<file path="config.mk">
export PLATFORM = sky130hd
export DESIGN_NAME = dalc_lamp
export DESIGN_NICKNAME = d
export VERILOG_FILES = /design/src/shared/dalc_pkg.sv /design/src/hw/dalc_lamp.sv /design/src/hw/dalc_blink.sv
export VERILOG_INCLUDE_DIRS = /design/src /design/src/shared
export SDC_FILE = /design/constraint.sdc
export NUM_CORES = 1
export LEC_CHECK = 0
export BUFFER_PORTS_ARGS = -buffer_cell sky130_fd_sc_hd__buf_2
export CELL_PAD_IN_SITES_DETAIL_PLACEMENT = 0
export CELL_PAD_IN_SITES_GLOBAL_PLACEMENT = 2
export CORE_UTILIZATION = 29
export DETAILED_ROUTE_END_ITERATION = 8
export PLACE_DENSITY = 0.79
export SLEW_MARGIN = 20
export SYNTH_ARGS = -nofsm -noshare
export SYNTH_HDL_FRONTEND = slang
export SYNTH_SLANG_ARGS = --single-unit
</file>
<file path="constraint.sdc">
create_clock -name core_clk -period 2.05 [get_ports core_clk]
set_clock_uncertainty 0.15 [all_clocks]
set_input_delay 0.3075 -clock core_clk [delete_from_list [all_inputs] [get_ports core_clk]]
set_output_delay 0.3075 -clock core_clk [all_outputs]
set_load 0.1 [all_outputs]
</file>
<file path="src/shared/dalc_cfg.svh">
// offsets, field positions, reset values and timing counts of the
// drive activity lamp block; assumes a 10 MHz core clock
`ifndef DALC_CFG_SVH
`define DALC_CFG_SVH

// ****************************************************************
// register map (byte addresses, one aligned word each)
// ****************************************************************
`define DALC_ADDR_W 12
`define DALC_OFS_CTRL 12'h000
`define DALC_OFS_STATUS 12'h004
`define DALC_OFS_TOGGLES 12'h008

// ctrl fields and reset value
`define DALC_CTRL_SENSE_BIT 0
`define DALC_CTRL_RST 1'b0

// status fields
`define DALC_ST_LAMP_BIT 0
`define DALC_ST_PIN_LOW_BIT 1
`define DALC_ST_SPIN_LSB 2
`define DALC_ST_SPIN_MSB 3
`define DALC_ST_CMD_BIT 4
`define DALC_ST_FMT_BIT 5
`define DALC_ST_BLINK_BIT 6

// format toggle counter width and reset value
`define DALC_TOG_W 16
`define DALC_TOG_RST 16'h0000

// ****************************************************************
// timing
// ****************************************************************
`define DALC_CLK_HZ 10000000
`define DALC_BLINK_HALF_MS 500
`define DALC_BLINK_HALF_CYC \
    32'((64'd`DALC_BLINK_HALF_MS * 64'd`DALC_CLK_HZ) / 64'd1000)
`define DALC_BLINK_CNT_W 23

`endif

</file>
<file path="src/shared/dalc_pkg.sv">
// types shared by the drive activity lamp block
// assumes dalc_cfg.svh is on the include path
`include "dalc_cfg.svh"

package dalc_pkg;

    // spindle condition as reported by the motor control logic
    typedef enum logic [1:0] {
        spin_stopped = 2'b00,
        spin_at_speed = 2'b01,
        spin_going_up = 2'b10,
        spin_going_down = 2'b11
    } dalc_spin_t;

    // drive condition, all on the core clock
    typedef struct packed {
        dalc_spin_t spindle;
        logic cmd_active;
        logic format_active;
        logic cyl_change;
    } dalc_drv_t;

    // apb request from the master
    typedef struct packed {
        logic psel;
        logic penable;
        logic pwrite;
        logic [`DALC_ADDR_W-1:0] paddr;
        logic [31:0] pwdata;
    } dalc_apb_req_t;

    // apb answer to the master
    typedef struct packed {
        logic pready;
        logic pslverr;
        logic [31:0] prdata;
    } dalc_apb_rsp_t;

endpackage

</file>
<file path="src/hw/dalc_lamp.sv">
// drive activity lamp control: apb registers, lamp decision and the
// open-drain lamp pin
// assumes drive condition inputs come from logic on core_clk and that
// the lamp pin is pulled up outside through an led and resistor
//
// Contract
// - One software bit chooses between the two activity meanings.
// - Spindle stopped and no command keeps the lamp dark.
// - Spindle stopped with a command executing lights the lamp.
// - At speed and idle, lamp lit for bit 0 and dark for bit 1.
// - At speed and busy, lamp dark for bit 0 and lit for bit 1.
// - Spinning up or down blinks 0.5 s lit and 0.5 s dark.
// - During format, unless spinning up or down, the lamp inverts at every cylinder change.
// - Lit means pin driven low, dark means pin released.
`include "dalc_cfg.svh"

module dalc_lamp import dalc_pkg::*; #(
    parameter int unsigned BLINK_HALF_CYCLES = `DALC_BLINK_HALF_CYC
) (
    // clock and reset
    input wire logic core_clk,
    input wire logic reset,
    // apb slave
    input wire dalc_apb_req_t apb_req,
    output dalc_apb_rsp_t apb_rsp,
    // drive condition
    input wire dalc_drv_t drv,
    // open-drain lamp pin
    input wire logic status_lamp_drive_n_i,
    output logic status_lamp_drive_n_o,
    output logic status_lamp_drive_n_oe
);

    // ****************************************************************
    // declarations
    // ****************************************************************

    logic lamp_sense_select_q;
    logic lamp_on_q;
    logic lamp_on_d;
    logic table_on;
    logic spinning;
    logic blink_lit;
    logic blink_tick;
    logic pin_meta_q;
    logic pin_sync_q;
    logic [`DALC_TOG_W-1:0] toggles_q;
    logic [31:0] rdata_q;
    logic setup_ph;
    logic access_ph;
    logic hit_ctrl;
    logic hit_status;
    logic hit_toggles;
    logic unmapped;
    logic [31:0] rd_word;

    // ****************************************************************
    // apb slave
    // ****************************************************************

    assign setup_ph = apb_req.psel && !apb_req.penable;
    assign access_ph = apb_req.psel && apb_req.penable;

    // address decode
    always_comb begin
        hit_ctrl = 1'b0;
        hit_status = 1'b0;
        hit_toggles = 1'b0;
        if (apb_req.paddr == `DALC_OFS_CTRL) begin
            hit_ctrl = 1'b1;
        end else if (apb_req.paddr == `DALC_OFS_STATUS) begin
            hit_status = 1'b1;
        end else if (apb_req.paddr == `DALC_OFS_TOGGLES) begin
            hit_toggles = 1'b1;
        end
    end

    assign unmapped = !(hit_ctrl || hit_status || hit_toggles);

    // read word, unused bits read as zero
    always_comb begin
        rd_word = 32'h0000_0000;
        if (hit_ctrl) begin
            rd_word[`DALC_CTRL_SENSE_BIT] = lamp_sense_select_q;
        end else if (hit_status) begin
            rd_word[`DALC_ST_LAMP_BIT] = lamp_on_q;
            rd_word[`DALC_ST_PIN_LOW_BIT] = !pin_sync_q;
            rd_word[`DALC_ST_SPIN_MSB:`DALC_ST_SPIN_LSB] = drv.spindle;
            rd_word[`DALC_ST_CMD_BIT] = drv.cmd_active;
            rd_word[`DALC_ST_FMT_BIT] = drv.format_active;
            rd_word[`DALC_ST_BLINK_BIT] = blink_lit;
        end else if (hit_toggles) begin
            rd_word[`DALC_TOG_W-1:0] = toggles_q;
        end
    end

    // read data is captured in the setup phase so the access phase can
    // finish with no wait state and prdata still comes from a flop
    always_ff @(posedge core_clk) begin
        if (reset) begin
            rdata_q <= 32'h0000_0000;
        end else if (setup_ph && !apb_req.pwrite) begin
            rdata_q <= rd_word;
        end
    end

    // zero wait states; error only for an unmapped word
    assign apb_rsp.pready = 1'b1;
    assign apb_rsp.pslverr = access_ph && unmapped;
    assign apb_rsp.prdata = rdata_q;

    // ****************************************************************
    // configuration
    // ****************************************************************

    always_ff @(posedge core_clk) begin
        if (reset) begin
            lamp_sense_select_q <= `DALC_CTRL_RST;
        end else if (access_ph && apb_req.pwrite && hit_ctrl) begin
            lamp_sense_select_q <= apb_req.pwdata[`DALC_CTRL_SENSE_BIT];
        end
    end

    // ****************************************************************
    // pin readback
    // ****************************************************************

    // the pin level comes from outside, so two flops before any use
    always_ff @(posedge core_clk) begin
        if (reset) begin
            pin_meta_q <= 1'b1;
            pin_sync_q <= 1'b1;
        end else begin
            pin_meta_q <= status_lamp_drive_n_i;
            pin_sync_q <= pin_meta_q;
        end
    end

    // ****************************************************************
    // blink timing
    // ****************************************************************

    assign spinning = (drv.spindle == spin_going_up) ||
                      (drv.spindle == spin_going_down);

    dalc_blink #(
        .HALF_CYCLES(BLINK_HALF_CYCLES)
    ) u_blink (
        .core_clk(core_clk),
        .reset(reset),
        .run(spinning),
        .lit(blink_lit),
        .tick(blink_tick)
    );

    // ****************************************************************
    // lamp decision
    // ****************************************************************

    // activity table for a steady spindle
    always_comb begin
        table_on = 1'b0;
        case (drv.spindle)
            spin_stopped: begin
                table_on = drv.cmd_active;
            end
            // at speed: meaning bit flips sense
            spin_at_speed: begin
                table_on = drv.cmd_active ^ !lamp_sense_select_q;
            end
            default: begin
                table_on = 1'b0;
            end
        endcase
    end

    // blink first, then format toggling, then the table; format holds
    // the lamp between cylinder changes so a toggle is always visible
    always_comb begin
        lamp_on_d = table_on;
        if (spinning) begin
            lamp_on_d = blink_lit;
        end else if (drv.format_active) begin
            lamp_on_d = drv.cyl_change ? !lamp_on_q : lamp_on_q;
        end
    end

    // lamp state flop
    always_ff @(posedge core_clk) begin
        if (reset) begin
            lamp_on_q <= 1'b0;
        end else begin
            lamp_on_q <= lamp_on_d;
        end
    end

    // count of format toggles, wraps; a software progress aid
    always_ff @(posedge core_clk) begin
        if (reset) begin
            toggles_q <= `DALC_TOG_RST;
        end else if (!spinning && drv.format_active && drv.cyl_change) begin
            toggles_q <= toggles_q + 1'b1;
        end
    end

    // ****************************************************************
    // lamp pin
    // ****************************************************************

    // sink current to light, release to darken
    assign status_lamp_drive_n_o = 1'b0;
    assign status_lamp_drive_n_oe = lamp_on_q;

    logic spin_prev_q;

    // spindle transition history for the blink entry check
    always_ff @(posedge core_clk) begin
        if (reset) begin
            spin_prev_q <= 1'b0;
        end else begin
            spin_prev_q <= spinning;
        end
    end
endmodule // dalc_lamp

</file>
<file path="src/hw/dalc_blink.sv">
// half-second blink generator for the activity lamp
// assumes run comes from logic on core_clk
`include "dalc_cfg.svh"

module dalc_blink import dalc_pkg::*; #(
    parameter int unsigned HALF_CYCLES = `DALC_BLINK_HALF_CYC
) (
    // clock and reset
    input wire logic core_clk,
    input wire logic reset,
    // control
    input wire logic run,
    // blink outputs
    output logic lit,
    output logic tick
);

    logic [`DALC_BLINK_CNT_W-1:0] cnt_q;
    logic lit_q;

    // ****************************************************************
    // divider
    // ****************************************************************

    // one-cycle enable at the end of each half period
    assign tick = run && (cnt_q == `DALC_BLINK_CNT_W'(HALF_CYCLES - 1));
    assign lit = lit_q;

    // cycle counter, parked at zero when idle so each blink run
    // starts with a full lit half
    always_ff @(posedge core_clk) begin
        if (reset || !run || tick) begin
            cnt_q <= '0;
        end else begin
            cnt_q <= cnt_q + 1'b1;
        end
    end

    // phase flips on every tick, idle phase is lit
    always_ff @(posedge core_clk) begin
        if (reset || !run) begin
            lit_q <= 1'b1;
        end else if (tick) begin
            lit_q <= ~lit_q;
        end
    end

    // ****************************************************************
    // checks
    // ****************************************************************

    logic [`DALC_BLINK_CNT_W-1:0] gap_q;

    // independent count of cycles since the phase last changed
    always_ff @(posedge core_clk) begin
        if (reset || !run || tick) begin
            gap_q <= '0;
        end else begin
            gap_q <= gap_q + 1'b1;
        end
    end
endmodule // dalc_blink

</file>
==> results <==
- The run finished with clean final reports.
- The peak clock frequency supported by timing is 518.1 MHz.
- The final-report hold violation count was 0.
- Of all nets on the critical path, the largest fanout is 2.
- The repair_antennas step left the layout with diodes totalling 0.
- Of the post-synthesis cell area, the dominant cell type holds 41.99%.
- For this run the aggregate overflow at the end of global routing stands at 0.
- The total power divided by cell area is 740.7 nW/um^2.
- The critical path capture point type is an output pin.
- Compared with the post-synthesis result, the final layout area differs by 18.81%.
- The per-cell via count in the routed design is 4.571.
- Walking the worst path, the cells encountered are buf_2 -> nor4_1 -> nand3_1 -> a21oi_1 -> nor2_2 -> buf_2.
- After technology mapping, the gate count stands at 314.
- In the synthesized netlist the async set-or-reset flop fraction comes to 0%.
- The first global-routing pass estimated 9.818 mm of wire.
- The post-route netlist has 22.97% of its cells at a drive strength greater than 1.
- The cell area that synthesis handed to floorplanning was 2860 sq um.
- Counting the buffers created by CTS gives 9.
- The total design power is 0.002517 W.
- The root buffer cell chosen for the clock tree is clkbuf_8.
- The HPWL after detailed placement is 4.457 mm.
- Once the clock tree was built, the setup fixing pass inserted 0 buffers.
- In the post-synthesis netlist, the biggest area contributors are dfxtp_1, a22o_1, buf_4.
- The floorplan step defined a core boundary enclosing 9415 sq um.
- In this design, the critical path's most frequently occurring cell is buf_2.
- The number of top-level design ports is 91.
- The cell with the largest stage delay on the worst path is nor4_1.
- The number of vias after detailed routing is 2,281.
- In this run the core area contains 35 standard-cell rows.
- The register area share after synthesis is 41.99%.
- The initial standard-cell utilization of the core is 30.38%.
- The port buffer count is 41.
- The count of different cell masters after synthesis is 46.
- The worst reg-to-reg path cell count is 4.
- STA puts the critical path data arrival time at 1.47 ns.
- In this run, synthesis inferred 0 flip-flops with an integrated enable.
- The number of global-route vias before repair is 2,051.
- The mean instance size in the synthesized netlist is 9.109 sq um.
- The time the final worst path needs with I/O delays and setup is 1.930 ns.
- For this run, the slowest stage of the critical path takes 0.33 ns.
- The worst setup path is of the in2out kind.
- The later pin in the worst-skew pair is clocked with a latency of 0.34 ns.
- The leakage power figure is 1.319 nW.
- Global routing used 12.31% of the available tracks.
- The initial antenna violation count was 0.
- The initial detailed-routing violation count is 50.
- Entering global routing, the biggest net connects 16 pins.
- The required arrival time at the worst endpoint is 1.59 ns.
- The worst hold path passes through 3 cells.
- The most used flip-flop cell after synthesis is dfxtp_1.
- The area of placed instances is 3183 sq um.
- The clock tree from TritonCTS is yes.
- The number of buffers on the longest clock path is 2.
- After clock tree synthesis, the clock-pin slew on the worst setup and hold paths is 0.07 ns.
- The Yosys step of the flow raised 0 warnings.
- The total iterations of the first detailed-routing run is 6.
- For this design, the sink count on the clock tree is 60.
- In the routed design, unresolved DRC markers number 0.
- The die span in x is 101.3 microns.
- After routing the design area is 3398 sq um.
- After synthesis the netlist holds a flip-flop and latch count of 60.
- The worst supply voltage drop on vdd is 0.2937 mV.
- Counting both buffers and inverters, the worst setup path holds a total of 2.
- Setup violations remaining at the end of the flow were counted as 0.
- The category of the worst setup path launch point is an input pin.
- The die height is 101.3 microns.
- The number of slew-limit violations in the final report is 0.
- The most area-hungry cell type in the Yosys netlist is dfxtp_1.
- Broken down by cell family, the worst path's largest delay share belongs to simple AND/OR/NAND/NOR gates.
- The endpoint of the worst hold-timing path is lamp_sense_select_q.
- The worst pin sits at a relative slew slack of 33.79%.
- The aggregate routed wire length is 5.962 mm.
- In the final design database the tool counted 422 nets.
- The startpoint of the worst hold path is apb_req[0].
- The maximum level of the CTS H-tree is 3.
- In this run the worst setup path begins at apb_req[37].
- For the final routed database, the setup TNS stands at 0 ns.
- The residual antenna-violating net count after detailed routing is 0.
- The die area is 10,260 sq um.
- The endpoint identified for the worst register-to-register timing path is u_blink.cnt_q[20].
- Setup repair after global routing left no endpoint under its margin.
- The worst setup slack for register-to-register paths is 0.16 ns.
- Dividing the detail-routed wire length by the instance count gives 11.95 microns.
- The reg-to-reg critical path startpoint is u_blink.cnt_q[6].
- The slew at the pin with the worst max-slew slack is 0.9894 ns.
- The final clock period utilization by the worst path is 94.15%.
- Routability-driven placement finished with a final weighted congestion of 0.7138.
- The number of maximum-capacitance violations is 0.
- The filler cells instantiated in the layout total 976.
- The min-delay analysis places its worst path in the category in2reg.
## worst min-delay path, stage by stage
cell     delay [ns]
buf_2          0.10
nand3_1        0.05
a21oi_1        0.05
## placed cells by master, fill, tap and decap left out, types with 6 or more instances in the layout
master and n:
or3_1 6, nor3_1 8, a22o_1 21, xor2_1 14
nand4_1 10, o21ai_0 6, buf_2 41, conb_1 18
inv_1 10, nor2_1 33, xnor2_1 13, nand3_1 16
clkbuf_8 9, buf_4 12, dfxtp_1 60, nand2_1 13
a21oi_1 15
## worst max-delay path by stage
stage	slack [ns]	cells after the start	endpoint
after global routing	0.004	6	apb_rsp[32]
after floorplan	0.07	3	apb_rsp[32]
after global placement	0.10	6	apb_rsp[32]
final	0.12	6	apb_rsp[32]
after CTS	0.08	6	apb_rsp[32]
after detailed placement	0.09	6	apb_rsp[32]
## synth_stat cells (5+ instances only)
master / instances
nand3_1: 16
clkbuf_1: 6
nor2_1: 34
xnor2_1: 13
xor2_1: 14
or3_1: 6
a22o_1: 21
inv_1: 10
o21ai_0: 6
a21oi_1: 15
dfxtp_1: 60
nand2_1: 13
nand4_1: 10
nor4_1: 5
nor3_1: 8
buf_4: 19
## routing by layer
layer / vias up / routed length, microns / track usage, %
met5: - / 0 / 0
li1: 1191 / - / -
met3: 6 / 196 / 4.141
met2: 40 / 2799 / 20.09
met1: 1044 / 2911 / 15.12
met4: 0 / 55 / 4.348
## state kept, by name (all words and copies together), names as in the netlist
name and flops:
pin_sync_q 1, rdata_q 16, toggles_q 16, u_blink.cnt_q 23, status_lamp_drive_n_oe 1, lamp_sense_select_q 1
u_blink.lit 1, pin_meta_q 1
## metrics by stage
| step | worst slack, ns | hold slack (ns) | cells | util (%) |
|---|---|---|---|---|
| after floorplan | 0.06618 | 0.2395 | 330 | - |
| after global placement | 0.1009 | 0.2455 | 482 | 33.81 |
| after detailed placement | 0.08641 | 0.2429 | 482 | 33.81 |
| after CTS | 0.08280 | 0.04115 | 499 | 36.03 |
| after global routing | 0.004062 | 0.05154 | 499 | 36.09 |
| final | 0.1199 | 0.06154 | 499 | 36.09 |
## timing repair
| item | 4_1_cts | 5_1_grt |
|---|---|---|
| hold buffers | 1 | 0 |
| endpoints found under the setup margin | 0 | 1 |
| resized for setup | 0 | 1 |
| hold endpoints to repair | 1 | 0 |
## layout make-up
type,count,area (sq um),share of cell area (%)
clock inverter,7,75.07,2.209
clock buffer,9,123.9,3.645
sequential,60,1201,35.35
tap,129,161.4,4.750
timing repair buffer,54,305.3,8.984
multi-input combinational,230,1494,43.96
inverter,10,37.54,1.105
## power breakdown
| part | internal, W | switching [W] | total, W |
|---|---|---|---|
| Sequential | 0.00117 | 0.00000413 | 0.00118 |
| Combinational | 0.0000485 | 0.000227 | 0.000275 |
| Clock | 0.000564 | 0.000502 | 0.00107 |
| Total | 0.00178 | 0.000733 | 0.00252 |
## logic make-up after synthesis
family | Yosys count | share of synthesized area [%]
buffers and inverters | 40 | 8.180
xor gates and xnor gates | 27 | 8.268
and+or+nand+nor | 130 | 27.17
muxes | 1 | 0.3937
adders and majority gates | 2 | 0.8748
other | 2 | 0.2626
DFF | 60 | 41.99
AOI/OAI and AO/OA | 52 | 12.86
(Power assumes the default switching activity.)
